===== config.mk =====
export PLATFORM = sky130hd
export DESIGN_NAME = spt_translator
export DESIGN_NICKNAME = d
export VERILOG_FILES = /design/src/core/spt_pkg.sv /design/src/core/spt_phase_rom.sv /design/src/core/spt_translator.sv
export SDC_FILE = /design/constraint.sdc
export NUM_CORES = 1
export LEC_CHECK = 0
export BUFFER_PORTS_ARGS = -buffer_cell sky130_fd_sc_hd__buf_2
export CELL_PAD_IN_SITES_DETAIL_PLACEMENT = 1
export CELL_PAD_IN_SITES_GLOBAL_PLACEMENT = 2
export CORE_MARGIN = 10
export CORE_UTILIZATION = 23
export CTS_CLUSTER_SIZE = 16
export DETAILED_ROUTE_END_ITERATION = 10
export HOLD_SLACK_MARGIN = 0.05
export PLACE_DENSITY_LB_ADDON = 0.1
export SLEW_MARGIN = 15
export SYNTH_ARGS = -nofsm -noshare
export SYNTH_HDL_FRONTEND = slang
export SYNTH_SLANG_ARGS = --single-unit
export TNS_END_PERCENT = 50

===== constraint.sdc =====
create_clock -name clk -period 2.48 [get_ports clk]
set_input_delay 0 -clock clk [delete_from_list [all_inputs] [get_ports clk]]
set_output_delay 0 -clock clk [all_outputs]
set_load 0.05 [all_outputs]

===== src/core/spt_pkg.sv =====
// shared constants for the stepper phase translator
package spt_pkg;
  // register offsets (apb byte addresses)
  localparam logic [7:0] CTRL_OFFSET = 8'h00;
  localparam logic [7:0] STATUS_OFFSET = 8'h04;
  // control register field positions
  localparam int CTRL_ENABLE_BIT = 0;
  localparam int CTRL_HALF_BIT = 1;
  localparam int CTRL_DIR_BIT = 2;
  localparam int CTRL_COMP_BIT = 3;
  localparam int CTRL_RESET_BIT = 4;
  // control value after reset: compensation select reads high (pull-up)
  localparam logic [4:0] CTRL_RESET_VALUE = 5'h08;
  // state counter
  localparam logic [2:0] HOME_STATE = 3'h0;
  localparam logic [3:0] HOME_PATTERN = 4'h5;
  // torque level codes
  localparam logic [1:0] LEVEL_FULL = 2'h0;
  localparam logic [1:0] LEVEL_REDUCED = 2'h1;
  // percent figures of the reference levels
  localparam int LEVEL_FULL_PCT_X10 = 1000;
  localparam int LEVEL_REDUCED_PCT_X10 = 707;
  // minimum step pulse width, ns, and cycles at 40 ns
  localparam int CLK_PERIOD_NS = 40;
  localparam int STEP_PULSE_NS = 500;
  localparam int STEP_PULSE_CYCLES =
    (STEP_PULSE_NS + CLK_PERIOD_NS - 1) / CLK_PERIOD_NS;
endpackage : spt_pkg


===== src/core/spt_phase_rom.sv =====
// phase pattern lookup with registered output
`timescale 1ns/1ps
`default_nettype none
module spt_phase_rom (
  // clock and reset
  input wire logic clk,
  input wire logic arst_n,
  // lookup
  input wire logic [2:0] stateIdx,
  output logic [3:0] pattern
);
  logic [3:0] patternNext;
  // eight half-step states, bit 3 winding1 fwd down to bit 0 winding2 rev
  always_comb begin
    unique case (stateIdx)
      3'h0: patternNext = 4'h5;
      3'h1: patternNext = 4'h4;
      3'h2: patternNext = 4'h6;
      3'h3: patternNext = 4'h2;
      3'h4: patternNext = 4'ha;
      3'h5: patternNext = 4'h8;
      3'h6: patternNext = 4'h9;
      3'h7: patternNext = 4'h1;
    endcase
  end
  always_ff @(posedge clk or negedge arst_n) begin
    if (!arst_n) begin
      pattern <= spt_pkg::HOME_PATTERN;
    end else begin
      pattern <= patternNext;
    end
  end
endmodule : spt_phase_rom
`default_nettype wire


===== src/core/spt_translator.sv =====
// stepper phase translator with apb control
// Summary of operation
// a control bit selects or deselects torque-ripple compensation mode.
// compensated mode alternates reference between 100% and 70.7% on half steps.
// compensation acts only in half-step mode; full step never alternates.
// compensation select resets high, like an unconnected pulled-up pin.
// half-step, normal two-phase-on and wave one-phase-on sequences are generated.
// state advances once per rising edge of step, never on falling edge.
// home state drives phase outputs 0101.
// counter-clockwise steps the same sequence in reverse order.
// reset forces 0101 outputs and returns to the first state.
// direction one steps forward, zero steps in reverse.
// half step moves by one; full step moves by two keeping parity.
// enable low drives both block outputs and all phases low.
// open-drain home indicator signals the home state.
// position held in a three-bit counter; parity picks full-step variant.
// reset is asynchronous and overrides any step edge; the synchronized pin reset and the soft reset act on a clock edge here.
//
// Register access over APB and the register addresses were left to the implementer.
`timescale 1ns/1ps
`default_nettype none
module spt_translator (
  // clock and reset
  input wire logic clk,
  input wire logic arst_n,
  // apb slave
  input wire logic psel,
  input wire logic penable,
  input wire logic pwrite,
  input wire logic [7:0] paddr,
  input wire logic [31:0] pwdata,
  output logic [31:0] prdata,
  output logic pready,
  output logic pslverr,
  // host pins
  input wire logic stepIn,
  input wire logic translatorReset_n,
  // winding drive
  output logic winding1_fwd_drive,
  output logic winding1_rev_drive,
  output logic winding2_fwd_drive,
  output logic winding2_rev_drive,
  output logic winding1_block_n,
  output logic winding2_block_n,
  // torque reference select
  output logic [1:0] run_torque_level,
  // open-drain home indicator
  output logic homeOut,
  output logic homeOe
);
  typedef enum logic [1:0] {
    SPT_IDLE = 2'b00,
    SPT_HIGH = 2'b01,
    SPT_ARMED = 2'b11
  } spt_edge_e;

  logic [4:0] ctrl_reg;
  logic [2:0] state_reg;
  logic [2:0] state_next;
  logic [1:0] stepSync_reg;
  logic [1:0] rstSync_reg;
  logic stepPrev_reg;
  logic [1:0] level_reg;
  logic [3:0] pattern;
  logic [3:0] lowCnt_reg;
  spt_edge_e edge_reg;
  spt_edge_e edge_next;

  // apb decode
  wire logic access = psel & penable;
  wire logic hitCtrl = paddr == spt_pkg::CTRL_OFFSET;
  wire logic hitStatus = paddr == spt_pkg::STATUS_OFFSET;
  wire logic mapped = hitCtrl | hitStatus;
  wire logic ctrlWrite = access & pwrite & hitCtrl;

  wire logic enable = ctrl_reg[spt_pkg::CTRL_ENABLE_BIT];
  wire logic halfMode = ctrl_reg[spt_pkg::CTRL_HALF_BIT];
  wire logic dirFwd = ctrl_reg[spt_pkg::CTRL_DIR_BIT];
  wire logic compSel = ctrl_reg[spt_pkg::CTRL_COMP_BIT];
  wire logic softReset = ctrl_reg[spt_pkg::CTRL_RESET_BIT];

  // pins pass two flops, so the pin reset acts two cycles late
  // and a pulse shorter than one clock may be missed
  wire logic stepLvl = stepSync_reg[1];
  wire logic pinReset = ~rstSync_reg[1];
  wire logic anyReset = pinReset | softReset;
  // edge filter: step must stay low a minimum time before a rise counts
  wire logic lowLong = lowCnt_reg >= 4'(spt_pkg::STEP_PULSE_CYCLES);
  wire logic stepRise = stepLvl & ~stepPrev_reg & lowLong;

  // half step moves one; full step moves two and keeps parity
  wire logic [2:0] stride = halfMode ? 3'h1 : 3'h2;
  // index 0 is home (0101): even indices are the two-phase-on states
  wire logic twoPhase = ~state_reg[0];

  always_comb begin
    state_next = state_reg;
    if (stepRise) begin
      if (dirFwd) begin
        state_next = state_reg + stride;
      end else begin
        state_next = state_reg - stride;
      end
    end
  end

  // torque level alternates with state parity only in half step
  wire logic [1:0] levelNext = (halfMode & compSel & twoPhase) ?
    spt_pkg::LEVEL_REDUCED : spt_pkg::LEVEL_FULL;

  always_comb begin
    edge_next = edge_reg;
    unique case (edge_reg)
      SPT_IDLE: if (!stepLvl) edge_next = SPT_HIGH;
      SPT_HIGH: if (lowLong) edge_next = SPT_ARMED;
      SPT_ARMED: if (stepLvl) edge_next = SPT_IDLE;
      default: edge_next = SPT_IDLE;
    endcase
  end

  always_ff @(posedge clk or negedge arst_n) begin
    if (!arst_n) begin
      ctrl_reg <= spt_pkg::CTRL_RESET_VALUE;
    end else if (ctrlWrite) begin
      ctrl_reg <= pwdata[4:0];
    end
  end

  always_ff @(posedge clk or negedge arst_n) begin
    if (!arst_n) begin
      stepSync_reg <= 2'h3;
      rstSync_reg <= 2'h0;
      stepPrev_reg <= 1'b1;
      lowCnt_reg <= 4'h0;
      edge_reg <= SPT_IDLE;
    end else begin
      stepSync_reg <= {stepSync_reg[0], stepIn};
      rstSync_reg <= {rstSync_reg[0], translatorReset_n};
      stepPrev_reg <= stepLvl;
      edge_reg <= edge_next;
      if (stepLvl) begin
        lowCnt_reg <= 4'h0;
      end else if (!lowLong) begin
        lowCnt_reg <= lowCnt_reg + 4'h1;
      end
    end
  end

  // reset wins over any step edge in the same cycle
  always_ff @(posedge clk or negedge arst_n) begin
    if (!arst_n) begin
      state_reg <= spt_pkg::HOME_STATE;
      level_reg <= spt_pkg::LEVEL_FULL;
    end else if (anyReset) begin
      state_reg <= spt_pkg::HOME_STATE;
      level_reg <= spt_pkg::LEVEL_FULL;
    end else begin
      state_reg <= state_next;
      level_reg <= levelNext;
    end
  end

  // sequence pattern table; even index two-phase, odd one-phase
  spt_phase_rom phaseRom (
    .clk(clk),
    .arst_n(arst_n),
    .stateIdx(state_reg),
    .pattern(pattern)
  );

  // rom lags the counter one cycle; home uses both for agreement
  wire logic atHome = (state_reg == spt_pkg::HOME_STATE) &
    (pattern == spt_pkg::HOME_PATTERN);

  // enable gates every drive output low
  assign winding1_fwd_drive = enable & pattern[3];
  assign winding1_rev_drive = enable & pattern[2];
  assign winding2_fwd_drive = enable & pattern[1];
  assign winding2_rev_drive = enable & pattern[0];
  assign winding1_block_n = enable;
  assign winding2_block_n = enable;
  assign run_torque_level = level_reg;
  // open drain: off (released) at home, pulls low elsewhere
  assign homeOut = 1'b0;
  assign homeOe = ~atHome;

  // apb answers in the access cycle, no wait states
  wire logic [31:0] statusWord = {24'h0000_00, atHome, state_reg,
    level_reg, edge_reg};
  assign pready = 1'b1;
  assign pslverr = access & ~mapped;
  assign prdata = hitCtrl ? {27'h000_0000, ctrl_reg} :
    hitStatus ? statusWord : 32'h0000_0000;
endmodule : spt_translator
`default_nettype wire


### After elaboration in Yosys (flattened, before gate mapping)

Memories as Yosys holds them, arrays and structs flattened. A register that Yosys moved wholly into a read port is not among the register bits.
Index checks and enable logic that the tools add are counted.

* flip-flop bits (word level): 21
* ROM bits: 32
* bits of input ports: 47
* output and inout bits: 44
* logic and storage cells: 61
* memories kept: 1

* add/subtract/negate cells: 3
* magnitude comparators: 1
* eq/ne operators: 8
* mux-type cells: 14
* bitwise logic cells: 20
* reductions and logical operators: 6

Memories
* (name not given): depth 8, bits a word 4, rd ports 1, clocked after memory_dff 1, wr ports 0, line spt_phase_rom.sv:15 `unique case (stateIdx)`

Operator list (count)
* 8-bit two-way mux: 2
* 1-bit bitwise AND: 13
* 3-bit two-way mux: 3
* 8-bit by 3-bit == test with 1-bit output, second input constant: 1
* 8-bit zero test: 1
* 2-bit two-way mux: 4
* 4-bit two-way mux: 2
* 2-bit inequality test, second input constant: 4
* 2-bit one-hot mux with 3 select lines: 1
* 1-bit inverter: 5
* 4-bit by 1-bit adder with 4-bit output, second input constant: 1
* 4-bit by 3-bit == test with 1-bit output, second input constant: 1
* 4-bit >= comparator, second input constant: 1
* 3-bit by 2-bit adder with 3-bit output: 1
* 3-bit zero test: 1
* 3-bit AND reduction: 1
* 3-bit by 2-bit subtractor with 3-bit output: 1
* 2-bit by 1-bit == test with 1-bit output, second input constant: 1
* 2-bit == test, second input constant: 1
* 2-bit zero test: 1
* 1-bit two-way mux: 2
* 1-bit bitwise OR: 2
* 2-bit nonzero test: 1
* 1-bit zero test: 1

### Logic depth before layout (Yosys ltp)

Gate-level depths: netlist of the first run.

* depth in word-level cells: 5
* mapped depth: 6
* mapped depth without buffers: 6

### By module

A second synthesis of the first run with hierarchy kept.

* cells, all modules: 144
* area total of the unflattened synthesis: 1438.9 um2

By module, submodules not included
* spt_translator: times used 1, cells an instance 134, area an instance 1295.0 um2, seq. area each 505.5 um2
* spt_phase_rom: times used 1, cells an instance 10, area an instance 143.9 um2, seq. area each 102.6 um2

### Worst setup path after synthesis of the first run

Ideal clock, no wire load.

* path kind: register to output
* start: register phaseRom.pattern[2]
* end: output prdata[7]
* arrival time: 2.384 ns
* required time: 2.480 ns
* path slack: 0.096 ns
* stages on the path, launching flop included: 4
* path buffers: 0
* path through: dfstp_2 > nor4b_1 > nand3_1 > nor3_1

* cells in the longest elaborated chain, start to end: 4

Ends and longest elaborated chain
* start: declaration: line spt_phase_rom.sv:10 `output logic [3:0] pattern`
* 4-bit by 3-bit == test with 1-bit output: line spt_translator.sv:173 `(pattern == spt_pkg::HOME_PATTERN);`
* 1-bit bitwise AND: line spt_translator.sv:172 `wire logic atHome = (state_reg == spt_pkg::HOME_STATE) &`
* 8-bit two-way mux: line spt_translator.sv:193 `hitStatus ? statusWord : 32'h0000_0000;`
* 8-bit two-way mux: line spt_translator.sv:192 `assign prdata = hitCtrl ? {27'h000_0000, ctrl_reg} :`
* end: declaration: line spt_translator.sv:32 `output logic [31:0] prdata,`

Every way passes these cells.

### Worst setup path after layout of the first run

* start: register state_reg[1]
* end: register state_reg[2]

* cells in the longest elaborated chain, start to end: 4
* elaborated cells between the ends (all ways): 5
* those cells by class: add/sub: 2; mux: 3

Ends and longest elaborated chain
* start: declaration: line spt_translator.sv:58 `logic [2:0] state_reg;`
* start signal: assignment: line spt_translator.sv:152 `state_reg <= spt_pkg::HOME_STATE;`
* start signal: assignment: line spt_translator.sv:155 `state_reg <= spt_pkg::HOME_STATE;`
* start signal: assignment: line spt_translator.sv:158 `state_reg <= state_next;`
* 3-bit by 2-bit subtractor with 3-bit output / 3-bit by 2-bit adder with 3-bit output (equally long branches): line spt_translator.sv:102, spt_translator.sv:100
* 3-bit two-way mux *: line spt_translator.sv:99 `if (dirFwd) begin`
* 3-bit two-way mux *: line spt_translator.sv:98 `if (stepRise) begin`
* 3-bit two-way mux *: line spt_translator.sv:154 `end else if (anyReset) begin`

Every way passes the cells marked *; elsewhere a longest branch is shown, timed or not. The select of a mux whose other input is x is not followed.
A chain may end at the register's enable or synchronous reset.

==> flow_summary.ini, run 1 <==
[pwr]
power.leakage_nw = 0.8441
irDropWorstVdd_uv = 176.7
power_density_nw_per_um2 = 495.0
p_total_mw = 0.8466

[yosys]
yosysTopAreaCell = dfrtp_1
syn_area_per_cell_um2 = 10.04
ys_types = 36
synth-seq-cells = 24
synth_top_area_share = 0.3158
yosys_warnings = 0
synth_area_leaders = dfrtp_1 32%, buf_4 15%, dfstp_2 11%
syn-instance-count = 142
yosysSeqAreaShare = 0.4263
synthesis.area_um2 = 1426

[global_routing]
grt_pass1_wl_um = 6237
grt_max_degree = 25
antenna_found_initial = 0
grt_pass1_vias = 1218
grt_overflow = 0
gr-usage-all-layers = 0.07732

[min_path]
hold_depth = 4
hold_start = paddr[6]
hold_class = input port to flip-flop
worstHoldEndpoint = ctrl_reg[1]

[sta]
finalHoldViolCount = 0
setup_viol_count_final = 0
slew_headroom = 0.6285
finClkSkew_ps = 6.505
rsz0062_at_grt = false
worstMarginPinSlew_ps = 557.2
period_share = 0.7574
fmax_mhz = 532.4
tns_ps = 0
final.min_clock_period_ps = 1878
drv_slew = 0
fin_hold_ws_ps = 233.8

[routing]
num_vias = 1057
wl_um = 3717
via_per_inst = 4.065
dr.pass1.iters = 4
wl_per_cell_um = 14.30
drt_first_iter_violations = 35
ant_nets = 0
drc = 0

[flow_run]
drv_cap = 0

[floorplan]
coreArea_um2 = 5956
dieArea_um2 = 9752
die_w_um = 98.75
die_y_um = 98.75
pin_count = 91
rows = 28
initial_core_util = 0.2395

[critical_path]
r2r_slack_ps = 600
worstSetupPathType = flip-flop to flip-flop
required_ps = 2630
end_kind = flip-flop
cp-start-kind = flip-flop
r2r-end = state_reg[2]
arrival_ps = 2030
ff2ff_path_depth = 5
r2r-start = state_reg[1]
path_max_fanout = 6

[cts]
post-cts-setup-buffers = 0
cts_tree = yes
clock_latency_ps = 260
cts.path.max_buffers = 2
cts-root-buf = clkbuf_8
h-tree-depth = 1
cts-buffers-inserted = 3
path_clk_slew_ps = 90
cts.sinks = 24

[final_layout]
area_delta_synth_final_pct = 19.91
drive_gt1_frac = 0.3135
largest_reg_flops = 5
register_area_um2 = 608.1
fin_nets = 238
multi_input_area_um2 = 663.1
antennaDiodeCount = 0
num-fill-cells = 713

[placement]
gp_congestion = 0.7029
hpwl_um = 3007
port_buffers = 36

[run_status]
status = finished clean
==> metal layers <==
metal,track usage,share of wire,wire length [um],up-vias
met1,0.09250,0.42,1571,511
met5,0,0,0,-
met4,0.03308,0.013,47,0
met3,0.01676,0.055,203,2
li1,-,-,-,507
met2,0.1298,0.51,1895,37
==> worst max path at each step <==
stage | from | endpoint | cells after the start
floorplan | phaseRom.pattern[2] | prdata[7] | 3
global route | state_reg[1] | state_reg[2] | 5
detailed placement | state_reg[1] | state_reg[2] | 5
global placement | state_reg[1] | state_reg[2] | 5
CTS | state_reg[1] | state_reg[2] | 5
finish | state_reg[1] | state_reg[2] | 5
==> kinds of logic (layout without fill, tap and decap cells) <==
kind of cell	after synthesis	after routing	share of synthesized area
and+or+nand+nor	46	46	0.1877
buffers and inverters	37	55	0.1746
DFF	24	24	0.4263
AOI/OAI and AO/OA	14	14	0.05527
muxes	11	11	0.08334
adders and majority gates	5	5	0.04912
xor gates and xnor gates	3	3	0.01842
other	2	27	0.005265
==> placed cells by master (no fill, tap or decap), types with 2 or more instances in the layout <==
| master | count |
|---|---|
| nand2b_1 | 3 |
| nand3_1 | 4 |
| nor2b_1 | 3 |
| xnor2_1 | 2 |
| dfrtp_1 | 18 |
| nand2_1 | 5 |
| conb_1 | 27 |
| dlygate4sd3_1 | 8 |
| mux2i_1 | 4 |
| a21oi_1 | 7 |
| dfstp_2 | 6 |
| inv_1 | 6 |
| nor2_1 | 7 |
| mux2_2 | 7 |
| nor3_1 | 8 |
| o21ai_0 | 3 |
| and2_1 | 6 |
| buf_2 | 36 |
| clkbuf_8 | 4 |
| ha_1 | 4 |
==> report_power, final <==
part	total [mW]	internal [mW]	switching (mW)
combinational	0.170	0.0346	0.136
clock	0.264	0.142	0.122
sequential	0.413	0.403	0.00980
total	0.847	0.579	0.268
==> area by class of cell <==
class                   instances  share of cell area
multi-input cells             106              0.3877
repair buffers                 45              0.1565
well taps                      75             0.05486
inverters                       6             0.01317
clock buffers                   4             0.03219
flip-flops and latches         24              0.3555
==> through the flow <==
step           setup WS (ps)  cell area, um2  cells    util
2_1_floorplan          96.40            1520    167       -
5_1_grt                415.6            1710    260  0.2872
4_1_cts                588.3            1710    260  0.2872
3_3_place_gp           590.6            1575    248  0.2645
6_report               601.6            1710    260  0.2872
3_5_place_dp           622.4            1575    248  0.2645
==> synth_stat cells <==
cell type   n
a211oi_1    1
a21oi_1     7
a31oi_1     1
and2_1      6
and3_1      1
buf_2       1
buf_4      29
clkbuf_1    1
conb_1      2
dfrtp_1    18
dfstp_2     6
fa_1        1
ha_1        4
inv_1       6
mux2_2      7
mux2i_1     4
nand2_1     5
nand2b_1    3
nand3_1     4
nand4_1     1
nor2_1      7
nor2b_1     3
nor3_1      8
nor3b_1     1
nor4_1      1
nor4_4      1
nor4b_1     1
o21a_1      1
o21ai_0     3
o31ai_1     1
or2_2       1
or3_1       1
or3_2       1
or4_4       1
xnor2_1     2
xor2_1      1
==> worst max-delay path, cell delays in order (launching register included) <==
cell and delay, ps:
dfrtp_1 450, inv_1 140, fa_1 440, xnor2_1 130, nor4_1 230, mux2_2 370
==> timing repair <==
action | 4_1_cts | 5_1_grt
hold buffers | 8 | 0
hold endpoints to repair | 25 | 0
endpoints found under the setup margin | 0 | 0
gates resized for setup | 0 | 0
No activity file was read; power rests on OpenSTA's default activity.
==> inputs of run 2 (changes only) <==
ABC_AREA = 1   (was unset)
CORE_UTILIZATION = 20   (was 23)
clock period = 1.7 ns   (was 2.48 ns; I/O delays follow)
==> run 2 against run 1 <==
  * Utilization fell by 3.4 points
  * Synthesized area rose by 2.0%
  * Sequential share of layout area fell by 2.1 points
  * Highest routed layer unchanged
  * Critical path type is now flip-flop to primary output
  * Register-to-register slack got worse by 310 ps
  * Combinational power rose by 46%
  * Clock power rose by 92%
==> flow_summary.ini, run 2 <==
[pwr]
power_density_nw_per_um2 = 746.5
irDropWorstVdd_uv = 431.5
power.leakage_nw = 0.9883

[critical_path]
required_ps = 1700
r2r-end = state_reg[2]
crit_end = prdata[7]
arrival_ps = 1540
ff2ff_path_depth = 7
crit_cells = 6
cpPeakStageDelay_ps = 440
end_kind = primary output
r2r_slack_ps = 290
slowest_stage = dfrtp_1
path_max_fanout = 5
path_delay_family = simple AND/OR/NAND/NOR gates
cp-start-kind = flip-flop
r2r-start = state_reg[0]
worstSetupPathType = flip-flop to primary output
path_buf_inv = 2
worstSetupStartpoint = state_reg[0]
critical_path.cell_chain = inv_1 > nand2_1 > nor2_1 > nand4_1 > nor2_4 > buf_4

[yosys]
yosysSeqAreaShare = 0.4179
synth_compound_area_frac = 0.04299
synthSimpleGateAreaFrac = 0.2734
synth_top_family_by_area = simple AND/OR/NAND/NOR gates
synthMuxAreaShare = 0
yosysTopAreaCell = dfrtp_1
synth-seq-cells = 24
yosys_warnings = 0
ys_types = 25
yosys.area_share.adder = 0.04815
synth-xor-area-share = 0.006019
synth_area_leaders = dfrtp_1 31%, buf_4 14%, nand2_1 11%
ys.flop_type = dfrtp_1
synth_common_cells = 43 x nand2_1, 28 x buf_4, 19 x inv_1
syn_area_per_cell_um2 = 8.129
synth_most_common_cell = nand2_1
synth-edff-count = 0
syn-instance-count = 179
synthesis.area_um2 = 1455
synthArstFlopShare = 1.000
synth_top_area_share = 0.3095

[placement]
port_buffers = 36
dpl_cell_area_um2 = 1662
hpwl_um = 3378
gp_congestion = 0.7173

[final_layout]
num-fill-cells = 885
final_common_cell = nand2_1
area_delta_synth_final_pct = 24.76
antennaDiodeCount = 0
most-common-layout-cells = 43 x nand2_1, 35 x buf_2, 27 x conb_1, 19 x inv_1, 18 x dfrtp_1
drive_gt1_frac = 0.2743
post-route-cell-area_um2 = 1815
fin_nets = 279
largest_reg_flops = 5

[cts]
path_clk_slew_ps = 90
cts-buffers-inserted = 3
cts_tree = yes
clock_latency_ps = 270
cts.path.max_buffers = 2
cts-root-buf = clkbuf_8
h-tree-depth = 1
cts.sinks = 24

[global_routing]
grt_pass1_wl_um = 6637
grt_max_degree = 25
gr-usage-all-layers = 0.07178
grt_overflow = 0
grt_pass1_vias = 1333
antenna_found_initial = 0

[sta]
finalHoldViolCount = 0
slew_headroom = 0.6238
finClkSkew_ps = 3.188
fmax_mhz = 647.4
final.min_clock_period_ps = 1545
tns_ps = 0
rsz0062_at_grt = false
drv_slew = 0
setup_viol_count_final = 0
fin_hold_ws_ps = 140.2
period_share = 0.9086
worstMarginPinSlew_ps = 564.3

[routing]
highest_layer = met4
wl_met1_um = 1636
wl_um = 3979
ant_nets = 0
drt_first_iter_violations = 16
routed-wl-met3_um = 254
via_per_inst = 3.680
drc = 0
wl_per_cell_um = 12.24
num_vias = 1196
dr.pass1.iters = 4
wl_met2_um = 2076

[floorplan]
die_y_um = 105.3
coreArea_um2 = 7176
rows = 31
dieArea_um2 = 11090
die_w_um = 105.3
initial_core_util = 0.2028
pin_count = 91

[min_path]
hold_class = input port to flip-flop

[flow_run]
drv_cap = 0

[run_status]
status = finished clean
run 2: area by class of cell:
cell class	instances	area [um2]	share of cell area
Inverter	21	78.83	0.04342
Sequential cell	24	608.1	0.3349
Clock inverter	1	30.03	0.01654
Multi-Input combinational cell	130	648.1	0.3570
Clock buffer	3	41.29	0.02274
Timing Repair Buffer	47	285.3	0.1571
Tap cell	99	123.9	0.06823
run 2: worst min-delay path: cells and delay by family:
family                 cells  cell delay [ps]
AND/OR/NAND/NOR            5              330
buffers and inverters      1               90
run 2: kinds of logic after synthesis:
| group | Yosys count |
|---|---|
| simple gates | 85 |
| buf+inv | 50 |
| flops | 24 |
| compound gates | 12 |
| fa+ha+maj | 5 |
| other cells | 2 |
| xor+xnor | 1 |
run 2: timing repair:
item                       CTS  global route
gates resized for setup      0             2
hold buffers                 8             0
setup endpoints to repair    0             1
hold endpoints to repair    25             0
buffers inserted             0             0
run 2: metrics by stage:
step / cells / setup slack (ps) / total power [mW] / utilization
2_1_floorplan: 204 / -15.45 / 0.8397 / -
5_1_grt: 325 / 0.1010 / 1.422 / 0.2530
4_1_cts: 325 / 60.91 / 1.370 / 0.2527
3_3_place_gp: 313 / 284.9 / 0.8398 / 0.2316
6_report: 325 / 155.4 / 1.355 / 0.2530
3_5_place_dp: 313 / 284.9 / 0.8457 / 0.2316
run 2: worst min path at each step:
| stage | from | to | slack [ps] | cells past startpoint |
|---|---|---|---|---|
| 6_report | paddr[4] | ctrl_reg[3] | 140 | 6 |
| 5_1_grt | paddr[4] | ctrl_reg[3] | 180 | 6 |
| 4_1_cts | paddr[4] | ctrl_reg[3] | 150 | 6 |
| 3_5_place_dp | arst_n | rstSync_reg[0] | 40 | 1 |
| 3_3_place_gp | arst_n | state_reg[1] | 30 | 1 |
| 2_1_floorplan | arst_n | ctrl_reg[0] | -300 | 0 |
run 2: layer usage:
| metal | up-vias | GRT usage |
|---|---|---|
| met2 | 32 | 0.1316 |
| met1 | 569 | 0.07847 |
| met4 | 0 | 0.008824 |
| met3 | 2 | 0.02741 |
| li1 | 593 | - |
| met5 | - | 0 |
run 2: power by group:
group	switching (mW)	total [mW]	internal, mW
clock network	0.191	0.506	0.315
logic	0.201	0.249	0.0482
registers	0.0118	0.600	0.588
total	0.404	1.36	0.952
==> inputs of run 3 (changes only) <==
CTS_BUF_LIST = sky130_fd_sc_hd__clkbuf_4   (was unset)
==> run 3 against run 2 <==
  * Global-route usage hardly changed
  * Flip-flop and latch count stayed put
  * Critical endpoint unchanged
  * Utilization increased by 0.16 points
==> flow_summary.ini, run 3 (same netlist as run 2, synthesis figures left out) <==
[final_layout]
drive_gt1_frac = 0.2926
post-route-util = 0.2546
post-route-cell-area_um2 = 1827
final_common_cell = nand2_1
fin_nets = 282
antennaDiodeCount = 0
most-common-layout-cells = 43 x nand2_1, 35 x buf_2, 27 x conb_1, 19 x inv_1, 17 x dfrtp_1
largest_reg_flops = 5
area_delta_synth_final_pct = 25.54
num-fill-cells = 886

[min_path]
hold_start = paddr[4]
hold_class = input port to flip-flop
hold_depth = 6

[floorplan]
coreArea_um2 = 7176
die_y_um = 105.3
pin_count = 91
die_w_um = 105.3
dieArea_um2 = 11090
initial_core_util = 0.2028
rows = 31

[routing]
wl_met1_um = 1655
ant_nets = 0
routed-wl-met3_um = 256
via_per_inst = 3.686
drc = 0
wl_met2_um = 2077
highest_layer = met4
dr.pass1.iters = 4
drt_first_iter_violations = 28
num_vias = 1209
wl_um = 4001
wl_per_cell_um = 12.20

[cts]
path_clk_slew_ps = 140
cts-root-buf = clkbuf_4
cts-buffers-inserted = 3
h-tree-depth = 1
cts.sinks = 24
cts_tree = yes
cts.path.max_buffers = 2
clock_latency_ps = 320

[critical_path]
cp-start-kind = flip-flop
path_max_fanout = 4
r2r-start = ctrl_reg[1]
required_ps = 1700
end_kind = primary output
arrival_ps = 1550
cpPeakStageDelay_ps = 430
path_buf_inv = 2
slowest_stage = dfrtp_1
critical_path.cell_chain = inv_1 > nand2_1 > nor2_2 > nand4_1 > nor2_4 > buf_6
path_delay_family = simple AND/OR/NAND/NOR gates
worstSetupPathType = flip-flop to primary output
ff2ff_path_depth = 7
worstSetupStartpoint = state_reg[0]
crit_cells = 6

[sta]
slew_headroom = 0.6186
drv_slew = 0
final.min_clock_period_ps = 1554
rsz0062_at_grt = false
fmax_mhz = 643.3
period_share = 0.9143
setup_viol_count_final = 0
finalHoldViolCount = 0
finClkSkew_ps = 3.293
worstMarginPinSlew_ps = 572.1

[pwr]
power_density_nw_per_um2 = 695.2
irDropWorstVdd_uv = 370.0
power.leakage_nw = 0.9969
p_total_mw = 1.270

[global_routing]
grt_overflow = 0
antenna_found_initial = 0
grt_max_degree = 25
grt_pass1_vias = 1318
grt_pass1_wl_um = 6630
gr-usage-all-layers = 0.07153

[flow_run]
drv_cap = 0

[placement]
hpwl_um = 3378
dpl_cell_area_um2 = 1662
gp_congestion = 0.7173
port_buffers = 36

[run_status]
status = finished clean
## run 3: routing by layer
layer	up-vias	GRT usage
met5	-	0
met1	576	0.07954
met2	32	0.1307
li1	599	-
met3	2	0.02741
met4	0	0.005882
## run 3: power breakdown
| part | switching (mW) | internal (mW) |
|---|---|---|
| Sequential | 0.0119 | 0.589 |
| Combinational | 0.201 | 0.0482 |
| Clock | 0.182 | 0.238 |
## run 3: metrics by stage
step	setup slack [ps]	instances	hold WS (ps)	TNS, ps
6_report	145.6	328	78.60	0
3_3_place_gp	284.9	313	31.40	0
2_1_floorplan	-15.45	204	-295.6	-15.45
5_1_grt	9.459	328	108.5	0
4_1_cts	52.75	325	82.59	0
3_5_place_dp	284.9	313	37.27	0
## run 3: path summary, 6_finish.rpt
check | endpoint | slack (ps)
setup / recovery | prdata[7] | 150
hold / removal | ctrl_reg[3] | 80
setup reg to reg | state_reg[2] | 320
hold reg to reg | stepSync_reg[1] | 370
max in group asynchronous | state_reg[1] | 1110
min in group asynchronous | rstSync_reg[0] | 190
## run 3: what timing repair did
action	in CTS	in global routing
gates resized for setup	1	3
endpoints found under the setup margin	1	2
hold buffers	8	0
pin swaps	0	1
buffers inserted	0	3
hold endpoints to repair	31	0
## run 3: worst register-to-register path: stages, from the launching register on
cell and delay [ps]:
dfrtp_1 420, ha_1 160, inv_1 50, fa_1 380
nand3b_1 170, nand2_1 70, nand2_1 50, nand2_1 50
## run 3: final cells by class
class                   instances  area, um2  share of cell area
inverters                      21      78.83             0.04315
well taps                      99      123.9             0.06781
repair buffers                 50      311.5              0.1705
multi-input cells             130      650.6              0.3562
clock buffers                   3      22.52             0.01233
flip-flops and latches         24      609.3              0.3336
clock inverters                 1      30.03             0.01644
